## config.mk

```make
export PLATFORM = sky130hd
export DESIGN_NAME = sensor_readout
export DESIGN_NICKNAME = d
export VERILOG_FILES = /design/src/design/sensor_pkg.sv /design/src/design/pin_sync.sv /design/src/design/sensor_readout.sv
export VERILOG_INCLUDE_DIRS = /design/src /design/src/design
export SDC_FILE = /design/constraint.sdc
export NUM_CORES = 1
export LEC_CHECK = 0
export BUFFER_PORTS_ARGS = -buffer_cell sky130_fd_sc_hd__buf_4
export CAP_MARGIN = 20
export CORE_MARGIN = 5
export CORE_UTILIZATION = 50
export CTS_CLUSTER_DIAMETER = 100
export DETAILED_ROUTE_END_ITERATION = 8
export PLACE_DENSITY = 0.72
export SLEW_MARGIN = 20
export SYNTH_ARGS = -nofsm -noshare
export SYNTH_HDL_FRONTEND = slang
export SYNTH_SLANG_ARGS = --single-unit
```

## constraint.sdc

```tcl
create_clock -name aclk -period 8.9 [get_ports aclk]
set_input_delay 2.225 -clock aclk [delete_from_list [all_inputs] [get_ports aclk]]
set_output_delay 2.225 -clock aclk [all_outputs]
set_load 0.005 [all_outputs]
```

## src/design/sensor_map.svh

```systemverilog
// Contract
// - reset pin restores all configuration defaults
// - output-disable pin high floats pixel outputs
// - standby pin low enters low-power standby
// - each snapshot request outputs exactly one frame
// - bulb exposure ends on snapshot request release
// - select pin picks one of two slave ids
// - pixel is one twelve-bit word, msb high
// - frame flag high over rows, low vblank
// - row flag high only during active pixels; the code also raises it on shown dark rows
// - flash high while all pixels expose together
// - array is 2752 columns by 2004 rows
// - default window is central 2592 by 1944
// - dark and active column/row ranges fixed
// - first output pixel is column 16, row 54
// - first row green-red, second blue-green
// - both greens kept as separate channels
// - progressive rows with horizontal and vertical blanking
// - dark rows read if shown or auto black
// - binning chooses dark rows leaving exactly eight
// - row skip ignored for dark rows
// - no dark rows otherwise, frame time unchanged
// - pixel valid only when both flags high
// - shown dark rows lead frame, frame flag extended
`ifndef SENSOR_MAP_SVH
`define SENSOR_MAP_SVH
`define REG_CTRL 8'h00
`define REG_EXPOSE 8'h04
`define REG_STATUS 8'h08
`define REG_SLAVE_ID 8'h0c
`define CTRL_SHOW_DARK 0
`define CTRL_MANUAL_BLACK_LEVEL_MODE 1
`define CTRL_MODE_LSB 2
`define CTRL_BIN_LSB 4
`define CTRL_SKIP_LSB 6
`define CTRL_RESET 8'h00
`define EXPOSE_RESET 16'h0100
`define STAT_STANDBY 16
`define STAT_EXPOSING 17
`define STAT_IN_FRAME 18
`define STAT_DARK_READ 19
`define ARRAY_COLS 2752
`define ARRAY_ROWS 2004
`define DARK_COL_LAST_L 9
`define DARK_COL_FIRST_R 2618
`define DARK_ROW_LAST_T 49
`define DARK_ROW_FIRST_B 2002
`define ACTIVE_WIDTH 2592
`define ACTIVE_HEIGHT 1944
`define COL_START 16
`define ROW_START 54
`define DARK_ROW_END 50
`define DARK_ROWS_BINNED 8
`define HBLANK_PIX 450
`define VBLANK_ROWS 26
`define ID_SEL_HIGH 8'hba
`define ID_SEL_LOW 8'h90
`define RESP_OKAY 2'b00
`define RESP_SLVERR 2'b10
`endif

```

## src/design/sensor_pkg.sv

```systemverilog
`default_nettype none
package sensor_pkg;
    typedef enum logic [2:0] {
        ST_IDLE = 3'b001,
        ST_EXPOSE = 3'b010,
        ST_FRAME = 3'b100
    } state_t;
    typedef enum logic [1:0] {
        MODE_CONT = 2'b00,
        MODE_SNAP = 2'b01,
        MODE_BULB = 2'b10,
        MODE_BULB_ALT = 2'b11
    } snap_mode_t;
    typedef enum logic [1:0] {
        CLR_GR = 2'b00,
        CLR_R = 2'b01,
        CLR_B = 2'b10,
        CLR_GB = 2'b11
    } color_t;
    typedef struct packed {
        state_t st;
        logic [12:0] col;
        logic [11:0] row;
        logic [15:0] exp_cnt;
        logic mclk_d;
        logic trig_d;
        logic pixclk;
        logic fv;
        logic lv;
        logic flash;
        logic oe;
        logic [11:0] dout;
        logic [7:0] dev_id;
        logic [7:0] ctrl;
        logic [15:0] expose;
        logic [15:0] frames;
        logic aw_hold;
        logic [7:0] aw_addr;
        logic w_hold;
        logic [31:0] wdata;
        logic [3:0] wstrb;
        logic awready;
        logic wready;
        logic bvalid;
        logic [1:0] bresp;
        logic arready;
        logic rvalid;
        logic [31:0] rdata;
        logic [1:0] rresp;
    } sensor_state_t;
endpackage
`default_nettype wire

```

## src/design/pin_sync.sv

```systemverilog
`default_nettype none
module pin_sync #(
    parameter int WIDTH = 1
) (
    // clock and reset
    input wire logic aclk,
    input wire logic aresetn,
    // pins in and synchronised levels out
    input wire logic [WIDTH-1:0] pin_in,
    output logic [WIDTH-1:0] pin_out
);
    typedef struct packed {
        logic [WIDTH-1:0] meta;
        logic [WIDTH-1:0] stable;
    } sync_state_t;

    sync_state_t s_r;
    sync_state_t s_nxt;

    if (WIDTH < 1) begin : g_bad_width
        $error("pin_sync width must be at least one");
    end

    always_comb begin
        s_nxt = s_r;
        s_nxt.meta = pin_in;
        s_nxt.stable = s_r.meta;
    end

    always_ff @(posedge aclk) begin
        if (!aresetn) begin
            s_r <= '0;
        end else begin
            s_r <= s_nxt;
        end
    end

    assign pin_out = s_r.stable;
endmodule
`default_nettype wire

```

## src/design/sensor_readout.sv

```systemverilog
// The register addresses and the AXI4-Lite register port were chosen for this implementation.
`default_nettype none
`include "sensor_map.svh"
module sensor_readout
    import sensor_pkg::*;
#(
    parameter int WIDTH = `ACTIVE_WIDTH,
    parameter int HEIGHT = `ACTIVE_HEIGHT,
    parameter int HBLANK = `HBLANK_PIX,
    parameter int VBLANK = `VBLANK_ROWS
) (
    // clock and reset
    input wire logic aclk,
    input wire logic aresetn,
    // control pins
    input wire logic master_input_clock,
    input wire logic sensor_reset_n,
    input wire logic output_disable,
    input wire logic standby_n,
    input wire logic snapshot_trigger,
    input wire logic slave_select_pin,
    // pixel port
    output logic pixclk_o,
    output logic [11:0] pix_data_o,
    output logic frame_active_flag,
    output logic row_active_flag,
    output logic flash_o,
    output logic out_en,
    output logic [7:0] two_wire_id,
    // axi4-lite write address
    input wire logic [7:0] awaddr,
    input wire logic awvalid,
    output logic awready,
    // axi4-lite write data
    input wire logic [31:0] wdata,
    input wire logic [3:0] wstrb,
    input wire logic wvalid,
    output logic wready,
    // axi4-lite write response
    output logic [1:0] bresp,
    output logic bvalid,
    input wire logic bready,
    // axi4-lite read address
    input wire logic [7:0] araddr,
    input wire logic arvalid,
    output logic arready,
    // axi4-lite read data
    output logic [31:0] rdata,
    output logic [1:0] rresp,
    output logic rvalid,
    input wire logic rready
);
    localparam logic [12:0] LINE_LEN = 13'(WIDTH + HBLANK);
    localparam logic [12:0] PIX_END = 13'(WIDTH);
    localparam logic [11:0] DARK_N = 12'(`DARK_ROWS_BINNED);
    localparam logic [11:0] ACT_END = 12'(`DARK_ROWS_BINNED + HEIGHT);
    localparam logic [11:0] TOTAL_ROWS = 12'(HEIGHT + VBLANK);

    localparam sensor_state_t RESET_STATE = '{
        st: ST_IDLE,
        ctrl: `CTRL_RESET,
        expose: `EXPOSE_RESET,
        bresp: `RESP_OKAY,
        rresp: `RESP_OKAY,
        default: '0
    };

    // parameter and geometry checks
    if (WIDTH < 2 || HEIGHT < 2 || HBLANK < 1) begin : g_bad_size
        $error("window and blanking must be non-empty");
    end
    if (WIDTH + HBLANK > 8191 || HEIGHT + VBLANK > 4095) begin : g_bad_fit
        $error("line or frame too long for counters");
    end
    if (VBLANK <= `DARK_ROWS_BINNED) begin : g_bad_vblank
        $error("vertical blanking must exceed the dark rows");
    end
    if (`COL_START + WIDTH > `ARRAY_COLS
            || `ROW_START + HEIGHT > `ARRAY_ROWS) begin : g_bad_win
        $error("window exceeds pixel array");
    end
    if (`COL_START <= `DARK_COL_LAST_L
            || `COL_START + `ACTIVE_WIDTH > `DARK_COL_FIRST_R
            || `ROW_START <= `DARK_ROW_LAST_T
            || `ROW_START + `ACTIVE_HEIGHT > `DARK_ROW_FIRST_B)
            begin : g_bad_map
        $error("active image overlaps dark pixels");
    end

    sensor_state_t s_r;
    sensor_state_t s_nxt;

    logic [5:0] pins_s;
    logic mclk_s;
    logic rst_s;
    logic oe_pin_s;
    logic stby_s;
    logic trig_s;
    logic sel_s;
    logic tick;
    logic mclk_fall;
    logic trig_rise;
    snap_mode_t mode;
    logic show_dark;
    logic dark_read;
    logic in_dark;
    logic in_active;
    logic fv_now;
    logic lv_now;
    logic [1:0] row_bin;
    logic [1:0] row_skip;
    logic [11:0] row_addr;
    logic [12:0] col_addr;
    logic [31:0] status_word;

    pin_sync #(
        .WIDTH(6)
    ) u_pin_sync (
        .aclk(aclk),
        .aresetn(aresetn),
        .pin_in({master_input_clock, sensor_reset_n, output_disable,
                 standby_n, snapshot_trigger, slave_select_pin}),
        .pin_out(pins_s)
    );

    assign {mclk_s, rst_s, oe_pin_s, stby_s, trig_s, sel_s} = pins_s;

    function automatic logic [31:0] merge_bytes(logic [31:0] old,
            logic [31:0] data, logic [3:0] strb);
        logic [31:0] res;
        res = old;
        for (int i = 0; i < 4; i++) begin
            if (strb[i]) begin
                res[i*8 +: 8] = data[i*8 +: 8];
            end
        end
        return res;
    endfunction

    function automatic logic [11:0] dark_row(logic [2:0] idx,
            logic [1:0] bin);
        logic [11:0] step;
        step = {10'h000, bin} + 12'h001;
        return 12'(`DARK_ROW_END) - 12'(step * 12'h008)
            + 12'({9'h000, idx} * step);
    endfunction

    function automatic logic [11:0] active_row(logic [11:0] r,
            logic [1:0] skip);
        logic [11:0] step;
        step = {10'h000, skip} + 12'h001;
        return 12'(`ROW_START) + 12'({r[11:1], 1'b0} * step)
            + {11'h000, r[0]};
    endfunction

    function automatic logic [11:0] pix_word(logic [11:0] ra,
            logic [12:0] ca);
        color_t c;
        c = color_t'({ra[0], ca[0]});
        return {c, ra[4:0], ca[4:0]};
    endfunction

    assign tick = mclk_s & ~s_r.mclk_d;
    assign mclk_fall = ~mclk_s & s_r.mclk_d;
    assign trig_rise = trig_s & ~s_r.trig_d;
    assign mode = snap_mode_t'(s_r.ctrl[`CTRL_MODE_LSB +: 2]);
    assign row_bin = s_r.ctrl[`CTRL_BIN_LSB +: 2];
    assign row_skip = s_r.ctrl[`CTRL_SKIP_LSB +: 2];
    assign show_dark = s_r.ctrl[`CTRL_SHOW_DARK];
    assign dark_read = show_dark | ~s_r.ctrl[`CTRL_MANUAL_BLACK_LEVEL_MODE];
    assign in_dark = s_r.row < DARK_N;
    assign in_active = !in_dark && s_r.row < ACT_END;
    assign fv_now = (s_r.st == ST_FRAME)
        && (in_active || (in_dark && show_dark));
    assign lv_now = fv_now && s_r.col < PIX_END;
    assign col_addr = 13'(`COL_START) + s_r.col;
    // dark slot sits inside vertical blanking
    assign row_addr = in_dark
        ? dark_row(s_r.row[2:0], row_bin)
        : active_row(s_r.row - DARK_N, row_skip);

    assign status_word = {12'h000,
        dark_read,
        s_r.st == ST_FRAME,
        s_r.st == ST_EXPOSE,
        ~stby_s,
        s_r.frames};

    always_comb begin
        s_nxt = s_r;
        s_nxt.mclk_d = mclk_s;
        s_nxt.trig_d = trig_s;
        s_nxt.oe = ~oe_pin_s;
        s_nxt.dev_id = sel_s ? `ID_SEL_HIGH : `ID_SEL_LOW;

        // register writes
        if (awvalid && s_r.awready) begin
            s_nxt.aw_hold = 1'b1;
            s_nxt.aw_addr = awaddr;
        end
        if (wvalid && s_r.wready) begin
            s_nxt.w_hold = 1'b1;
            s_nxt.wdata = wdata;
            s_nxt.wstrb = wstrb;
        end
        if (s_r.aw_hold && s_r.w_hold) begin
            s_nxt.aw_hold = 1'b0;
            s_nxt.w_hold = 1'b0;
            s_nxt.bvalid = 1'b1;
            s_nxt.bresp = `RESP_OKAY;
            if (s_r.aw_addr == `REG_CTRL) begin
                s_nxt.ctrl = 8'(merge_bytes({24'h000000, s_r.ctrl},
                    s_r.wdata, s_r.wstrb));
            end else if (s_r.aw_addr == `REG_EXPOSE) begin
                s_nxt.expose = 16'(merge_bytes({16'h0000, s_r.expose},
                    s_r.wdata, s_r.wstrb));
            end else if (s_r.aw_addr != `REG_STATUS
                    && s_r.aw_addr != `REG_SLAVE_ID) begin
                s_nxt.bresp = `RESP_SLVERR;
            end
        end else if (s_r.bvalid && bready) begin
            s_nxt.bvalid = 1'b0;
        end
        s_nxt.awready = ~s_nxt.aw_hold & ~s_nxt.bvalid;
        s_nxt.wready = ~s_nxt.w_hold & ~s_nxt.bvalid;

        // register reads
        if (arvalid && s_r.arready) begin
            s_nxt.rvalid = 1'b1;
            s_nxt.rresp = `RESP_OKAY;
            s_nxt.rdata = 32'h00000000;
            if (araddr == `REG_CTRL) begin
                s_nxt.rdata = {24'h000000, s_r.ctrl};
            end else if (araddr == `REG_EXPOSE) begin
                s_nxt.rdata = {16'h0000, s_r.expose};
            end else if (araddr == `REG_STATUS) begin
                s_nxt.rdata = status_word;
            end else if (araddr == `REG_SLAVE_ID) begin
                s_nxt.rdata = {24'h000000, s_r.dev_id};
            end else begin
                s_nxt.rresp = `RESP_SLVERR;
            end
        end else if (s_r.rvalid && rready) begin
            s_nxt.rvalid = 1'b0;
        end
        s_nxt.arready = ~s_nxt.rvalid;

        // pixel clock low half
        if (mclk_fall) begin
            s_nxt.pixclk = 1'b0;
        end

        // frame sequencer
        unique case (s_r.st)
            ST_IDLE: begin
                s_nxt.col = 13'h0000;
                s_nxt.row = 12'h000;
                if (mode == MODE_CONT) begin
                    s_nxt.st = ST_FRAME;
                end else if (trig_rise) begin
                    s_nxt.st = ST_EXPOSE;
                    s_nxt.exp_cnt = s_r.expose;
                end
            end
            ST_EXPOSE: begin
                if (mode == MODE_SNAP) begin
                    if (tick) begin
                        if (s_r.exp_cnt == 16'h0000) begin
                            s_nxt.st = ST_FRAME;
                        end else begin
                            s_nxt.exp_cnt = s_r.exp_cnt - 16'h0001;
                        end
                    end
                end else if (!trig_s) begin
                    s_nxt.st = ST_FRAME;
                end
            end
            ST_FRAME: begin
                if (tick) begin
                    if (s_r.col == LINE_LEN - 13'h0001) begin
                        s_nxt.col = 13'h0000;
                        if (s_r.row == TOTAL_ROWS - 12'h001) begin
                            s_nxt.row = 12'h000;
                            s_nxt.frames = s_r.frames + 16'h0001;
                            if (mode != MODE_CONT) begin
                                s_nxt.st = ST_IDLE;
                            end
                        end else begin
                            s_nxt.row = s_r.row + 12'h001;
                        end
                    end else begin
                        s_nxt.col = s_r.col + 13'h0001;
                    end
                end
            end
        endcase

        // pixel outputs change on the pixel clock rise; flash follows the state each cycle
        if (tick) begin
            s_nxt.pixclk = 1'b1;
            s_nxt.fv = fv_now;
            s_nxt.lv = lv_now;
            s_nxt.dout = lv_now
                ? pix_word(row_addr, col_addr)
                : 12'h000;
        end
        s_nxt.flash = (s_nxt.st == ST_EXPOSE);

        // standby parks the sequencer with flags low
        if (!stby_s) begin
            s_nxt.st = ST_IDLE;
            s_nxt.col = 13'h0000;
            s_nxt.row = 12'h000;
            s_nxt.pixclk = 1'b0;
            s_nxt.fv = 1'b0;
            s_nxt.lv = 1'b0;
            s_nxt.flash = 1'b0;
            s_nxt.dout = 12'h000;
        end

        // sensor reset pin restores defaults
        if (!rst_s) begin
            s_nxt.st = ST_IDLE;
            s_nxt.col = 13'h0000;
            s_nxt.row = 12'h000;
            s_nxt.exp_cnt = 16'h0000;
            s_nxt.ctrl = `CTRL_RESET;
            s_nxt.expose = `EXPOSE_RESET;
            s_nxt.frames = 16'h0000;
            s_nxt.pixclk = 1'b0;
            s_nxt.fv = 1'b0;
            s_nxt.lv = 1'b0;
            s_nxt.flash = 1'b0;
            s_nxt.dout = 12'h000;
        end
    end

    always_ff @(posedge aclk) begin
        if (!aresetn) begin
            s_r <= RESET_STATE;
        end else begin
            s_r <= s_nxt;
        end
    end

    assign pixclk_o = s_r.pixclk;
    assign pix_data_o = s_r.dout;
    assign frame_active_flag = s_r.fv;
    assign row_active_flag = s_r.lv;
    assign flash_o = s_r.flash;
    assign out_en = s_r.oe;
    assign two_wire_id = s_r.dev_id;
    assign awready = s_r.awready;
    assign wready = s_r.wready;
    assign bvalid = s_r.bvalid;
    assign bresp = s_r.bresp;
    assign arready = s_r.arready;
    assign rvalid = s_r.rvalid;
    assign rdata = s_r.rdata;
    assign rresp = s_r.rresp;
endmodule
`default_nettype wire

```

=== Yosys cells after proc, flatten, opt, wreduce, memory -nomap -nowiden ===
Cells that the tools add are included.

* Output and inout port bits: 66
* Register bits after elaboration: 210
* Bits of input ports: 65
* Word-level logic and storage cells: 161

* Order comparisons: 3
* Add/sub/neg operators: 12
* Multiplexer cells: 45
* $mul: 2
* Eq/ne operators: 20
* Reductions and logical operators: 30
* Bitwise gates (word level): 17

{| class="wikitable"
|+ Operator list
! operator !! number
|-
| $mux 16 || 5
|-
| $mux 20 || 3
|-
| $pmux 25 s2 || 1
|-
| $mux 37 || 1
|-
| $mux 12 || 3
|-
| $pmux 16 s2 || 1
|-
| $mux 3 || 10
|-
| $mux 28 || 1
|-
| $add 16x1->16 const B || 1
|-
| $eq 8x3->1 const B || 2
|-
| $eq 8x4->1 const B || 2
|-
| $logic_not 16->1 || 1
|-
| $logic_not 8->1 || 2
|-
| $ne 8x4->1 const B || 2
|-
| $sub 16x1->16 const B || 1
|-
| $mux 2 || 7
|-
| $add 13x1->13 const B || 1
|-
| $eq 13x12->1 const B || 1
|-
| $lt 13x12->1 const B || 1
|-
| $mux 13 || 1
|-
| $add 12x1->12 const B || 1
|-
| $eq 12x11->1 const B || 1
|-
| $lt 12x11->1 const B || 1
|-
| $lt 12x4->1 const B || 1
|-
| 32 further kinds || 78
|}

=== Logic depth before layout (Yosys ltp) ===
* Word-level depth: 7
* Depth in mapped cells: 14
* Gate-level depth less buffers: 14

=== Cells and area by module ===
A second synthesis with hierarchy kept.

* Cell total of the unflattened synthesis: 976
* Area total of the unflattened synthesis: 8404.3 um^2

{| class="wikitable"
|+ By module, submodules not included
! module !! sequential area each (um^2) !! area an instance (um^2) !! instances !! cells an instance
|-
| sensor_readout || 3163.0 || 8067.7 || 1 || 951
|-
| pin_sync || 240.2 || 336.6 || 1 || 25
|}

=== Worst setup path before layout ===
OpenSTA, ideal clock, no wires.

* Kind: input-to-reg
* Start point: input port araddr[2]
* End point: register s_r (netlist bit rdata[1])
* Required time: 8.820 ns
* Stages: 7
* Setup slack: 5.316 ns
* Data arrival time: 3.504 ns
* Path through: clkbuf_1 -> nor2b_1 -> clkbuf_1 -> a22oi_1 -> nor2_1 -> a211oi_1 -> nor3b_1

* Cells in the longest elaborated chain, start to end: 5
* Elaborated cells between the ends (all ways): 8

{| class="wikitable"
|+ RTL lines
! item !! line !! source
|-
| start: declaration || sensor_readout.sv:44 || <nowiki>input wire logic [7:0] araddr,</nowiki>
|-
| $eq 8x4->1 (no source line) || - ||
|-
| $mux 8 || sensor_readout.sv:238 || <nowiki>end else if (araddr == `REG_SLAVE_ID) begin</nowiki>
|-
| $mux 20 || sensor_readout.sv:236 || <nowiki>end else if (araddr == `REG_STATUS) begin</nowiki>
|-
| $mux 20 || sensor_readout.sv:234 || <nowiki>end else if (araddr == `REG_EXPOSE) begin</nowiki>
|-
| $mux 20 (*) || sensor_readout.sv:232 || <nowiki>if (araddr == `REG_CTRL) begin</nowiki>
|-
| end signal: assignment || sensor_readout.sv:342 || <nowiki>s_r <= s_nxt;</nowiki>
|-
| end: declaration || sensor_readout.sv:90 || <nowiki>sensor_state_t s_r;</nowiki>
|}

Every way passes the cells marked *; elsewhere a longest branch is shown, timed or not.
A chain may end at the register's enable or synchronous reset.

=== Worst setup path in the final report ===
* Start point: input port aresetn
* End point: register s_r[188] (netlist bit)

* Cells in the longest elaborated chain, start to end: 1

{| class="wikitable"
|+ RTL lines
! item !! line !! source
|-
| start: declaration || sensor_readout.sv:14 || <nowiki>input wire logic aresetn,</nowiki>
|-
| $reduce_and 3->1 (no source line) || - ||
|}

Every way passes these cells.

==> results.sh <==
export IMPL_outcome="finished, final reports clean"
export IMPL_hold_path_class="flip-flop to flip-flop"
export IMPL_vias=7037
export IMPL_layout_drive_gt1_share_pct=14.71
export IMPL_setup_violations=0
export IMPL_ant_nets=0
export IMPL_clk_pin_slew_ns=0.08
export IMPL_reg2reg_from="row_bin[0]$_SDFFE_PN0P_"
export IMPL_path_cells="buf_4, and2_1, nand2_1, a311oi_1"
export IMPL_post_cts_setup_buffers=0
export IMPL_synth_simple_area_share_pct=24.28
export IMPL_synth_enable_flop_cells=0
export IMPL_maxCapViolCount=0
export IMPL_coreArea_um2=16640
export IMPL_dp_slack_ns=4.325
export IMPL_die_h_um=140.4
export IMPL_synth_top_family_by_area="simple AND/OR/NAND/NOR gates"
export IMPL_cpMaxStageDelayCell="nand2_1"
export IMPL_finalHoldViolCount=0
export IMPL_fin_ws_ns=4.775
export IMPL_fmax_mhz=242.4
export IMPL_synth_compound_area_share_pct=15.57
export IMPL_ys_ff_latch=170
export IMPL_path_class="input port to flip-flop"
export IMPL_vdd_drop_max_v=0.0001339
export IMPL_tritoncts_num_buffers=17
export IMPL_nets=1109
export IMPL_antenna_found_initial=0
export IMPL_crit_path_start="aresetn"
export IMPL_slowest_delay_ns=0.70
export IMPL_first_global_vias=6393
export IMPL_powerDensity_nw_per_um2=165.4
export IMPL_crit_required_ns=9.23
export IMPL_ctsResizeCount=0
export IMPL_hold_buffers=0
export IMPL_cts_root_buf="clkbuf_16"
export IMPL_fp_dieArea_um2=19720
export IMPL_synthFlopType="dfxtp_1"
export IMPL_start_kind="input port"
export IMPL_ios=131
export IMPL_arrival_ns=4.46
export IMPL_io_buffers=95
export IMPL_ys_types=69
export IMPL_area_growth_syn_to_layout_pct=12.10
export IMPL_cp_end_kind="flip-flop"
export IMPL_grt_start_max_net_pins=75
export IMPL_rows=47
export IMPL_finalSetupTns_ns=0
export IMPL_synthTopCellsByArea="dfxtp_1 (40%), buf_4 (4.9%), nand2_1 (4.6%), nor2_1 (3.9%), mux2i_1 (3.8%)"
export IMPL_synth_cells=996
export IMPL_synth_area_mux_share_pct=4.691
export IMPL_worst_slew_pin_slew_ns=1.053
export IMPL_drtIter0Drc=638
export IMPL_grt_usage_pct=19.64
export IMPL_fin_crit_sh_pct=46.35
export IMPL_die_w_um=140.4
export IMPL_wl_per_cell_um=15.51
export IMPL_cts_tree="yes"
export IMPL_synthAdderAreaFrac_pct=3.794
export IMPL_worstPathMaxFanout=74
export IMPL_synth_top_area_share_pct=40.00
export IMPL_start_util_pct=51.12
export IMPL_grt_first_pass_wirelength_mm=31.91
export IMPL_synthXorXnorAreaFrac_pct=2.838
export IMPL_cts_sinks=170
export IMPL_fin_worst_skew_ns=0.01245
export IMPL_rsz0062_at_grt="no"
export IMPL_power_leakage_nw=3.465
export IMPL_clock_path_buffers=2
export IMPL_async_flop_share_pct=0
export IMPL_route_detailed_drc=0
export IMPL_clk_latency_ns=0.43
export IMPL_drv_slew=0
export IMPL_synth_top_cell_by_area="dfxtp_1"
export IMPL_grt_overflow=0
export IMPL_cts_htree_levels=4
export IMPL_netlist_area_um2=8508
export IMPL_gp_congestion=0.9202
export IMPL_vias_per_cell=5.616
export IMPL_syn_avg_cell_area_um2=8.542
export IMPL_layout_min_cycle_time_ns=4.125
export IMPL_ys_seq_area_share_pct=40.00
export IMPL_detail_route_first_pass_iterations=5
export IMPL_hpwlAfterDp_mm=13.71
export IMPL_routed_wl_mm=19.43
export IMPL_yosys_warnings=0
export IMPL_n_antenna_cell=0
export IMPL_min_delay_start="u_pin_sync.pin_out[3]$_SDFF_PN0_"
export IMPL_max_slew_margin_rel_pct=29.79
cell families (layout without fill, tap and decap cells):
kind of cell / Yosys count / after routing
xor+xnor: 26 / 26
flops: 170 / 170
fa+ha+maj: 24 / 24
buf+inv: 137 / 158
mux: 37 / 37
simple gates: 402 / 402
other cells: 1 / 17
compound gates: 199 / 199
cells in the mapped netlist (23+ instances only):
cell type  instances
inv_1             24
a22oi_1           23
and2_1            25
nor2_1            88
o21ai_0           24
nand3_1           25
a21oi_1           59
a21boi_0          31
nor2b_1           26
clkbuf_1          47
buf_4             56
dfxtp_1          170
nand2_1          105
mux2i_1           32
nor3_1            31
placed cells by master (no fill, tap or decap), types with 6 or more instances in the layout:
cell,Yosys,routed
a21boi_0,31,31
a21oi_1,59,59
a22oi_1,23,23
and2_1,25,25
and3_1,15,15
buf_4,56,102
clkbuf_16,0,17
conb_1,1,17
dfxtp_1,170,170
ha_1,21,21
inv_1,24,24
mux2i_1,32,32
nand2_1,105,105
nand2b_1,7,7
nand3_1,25,25
nand4_1,20,20
nor2_1,88,88
nor2b_1,26,26
nor3_1,31,31
nor3b_1,6,6
nor4_1,12,12
o211ai_1,6,6
o21ai_0,24,24
o311ai_0,11,11
o31ai_1,13,13
or3_1,12,12
xnor2_1,14,14
xor2_1,11,11
worst paths after layout:
check | endpoint | slack, ns | cells after the start
worst max-delay path | s_r[188]$_SDFFE_PN0P_ | 4.77 | 4
worst min-delay path | out_en$_SDFF_PN0_ | 0.39 | 1
worst max register to register | pix_data_o[9]$_SDFFE_PN0N_ | 5.61 | 13
worst min register to register | out_en$_SDFF_PN0_ | 0.39 | 1
state kept, by name, summed over array words and instances, names as in the netlist:
| register | count |
|---|---|
| pix_data_o | 10 |
| mode | 2 |
| rvalid | 1 |
| rdata | 20 |
| flash_o | 1 |
| bresp | 1 |
| wready | 1 |
| row_skip | 2 |
| pixclk_o | 1 |
| awready | 1 |
| u_pin_sync.pin_out | 6 |
| row_active_flag | 1 |
| bvalid | 1 |
| arready | 1 |
| row_bin | 2 |
| frame_active_flag | 1 |
| s_r | 108 |
| two_wire_id | 2 |
| u_pin_sync.s_nxt | 6 |
| rresp | 1 |
| out_en | 1 |
report_power, final:
| part | total (W) | switching, W | internal (W) |
|---|---|---|---|
| registers | 0.000782 | 0.00000888 | 0.000773 |
| logic | 0.0000669 | 0.0000345 | 0.0000324 |
| clock network | 0.000729 | 0.000354 | 0.000375 |
critical path, delay by kind of cell:
| kind | cells | cell delay, ns |
|---|---|---|
| AO/OA/AOI/OAI | 1 | 0.41 |
| buffers and inverters | 1 | 0.45 |
| AND/OR/NAND/NOR | 2 | 1.33 |
final cells by class:
class                      instances  area [um^2]
fill                            1494         7104
inverter                          24        90.09
clock buffer                      18        429.2
multi-input combinational        705         4424
clock inverter                    14        150.1
sequential                       170         3403
timing repair buffer             102        765.7
tap                              220        275.3
routing by layer:
metal / part of all wire [%] / GRT usage, % / wire length, um
met4: 1.8 / 6.986 / 349
met1: 44 / 25.89 / 8615
met3: 5.5 / 3.817 / 1069
met2: 48 / 32.13 / 9400
met5: 0 / 0 / 0
stage by stage:
stage	utilization, %	cell area (um^2)	total power [W]	cells	hold WS (ns)
6_report	57.31	9538	0.001578	1253	0.3925
5_1_grt	57.31	9538	0.001631	1253	0.4231
4_1_cts	57.31	9538	0.001592	1253	0.3929
2_1_floorplan	-	8568	0.0008433	1012	0.3674
3_5_place_dp	53.83	8959	0.0008666	1221	0.3732
3_3_place_gp	53.83	8959	0.0008658	1221	0.3720
Note: power is estimated with default switching activity, not from simulation.
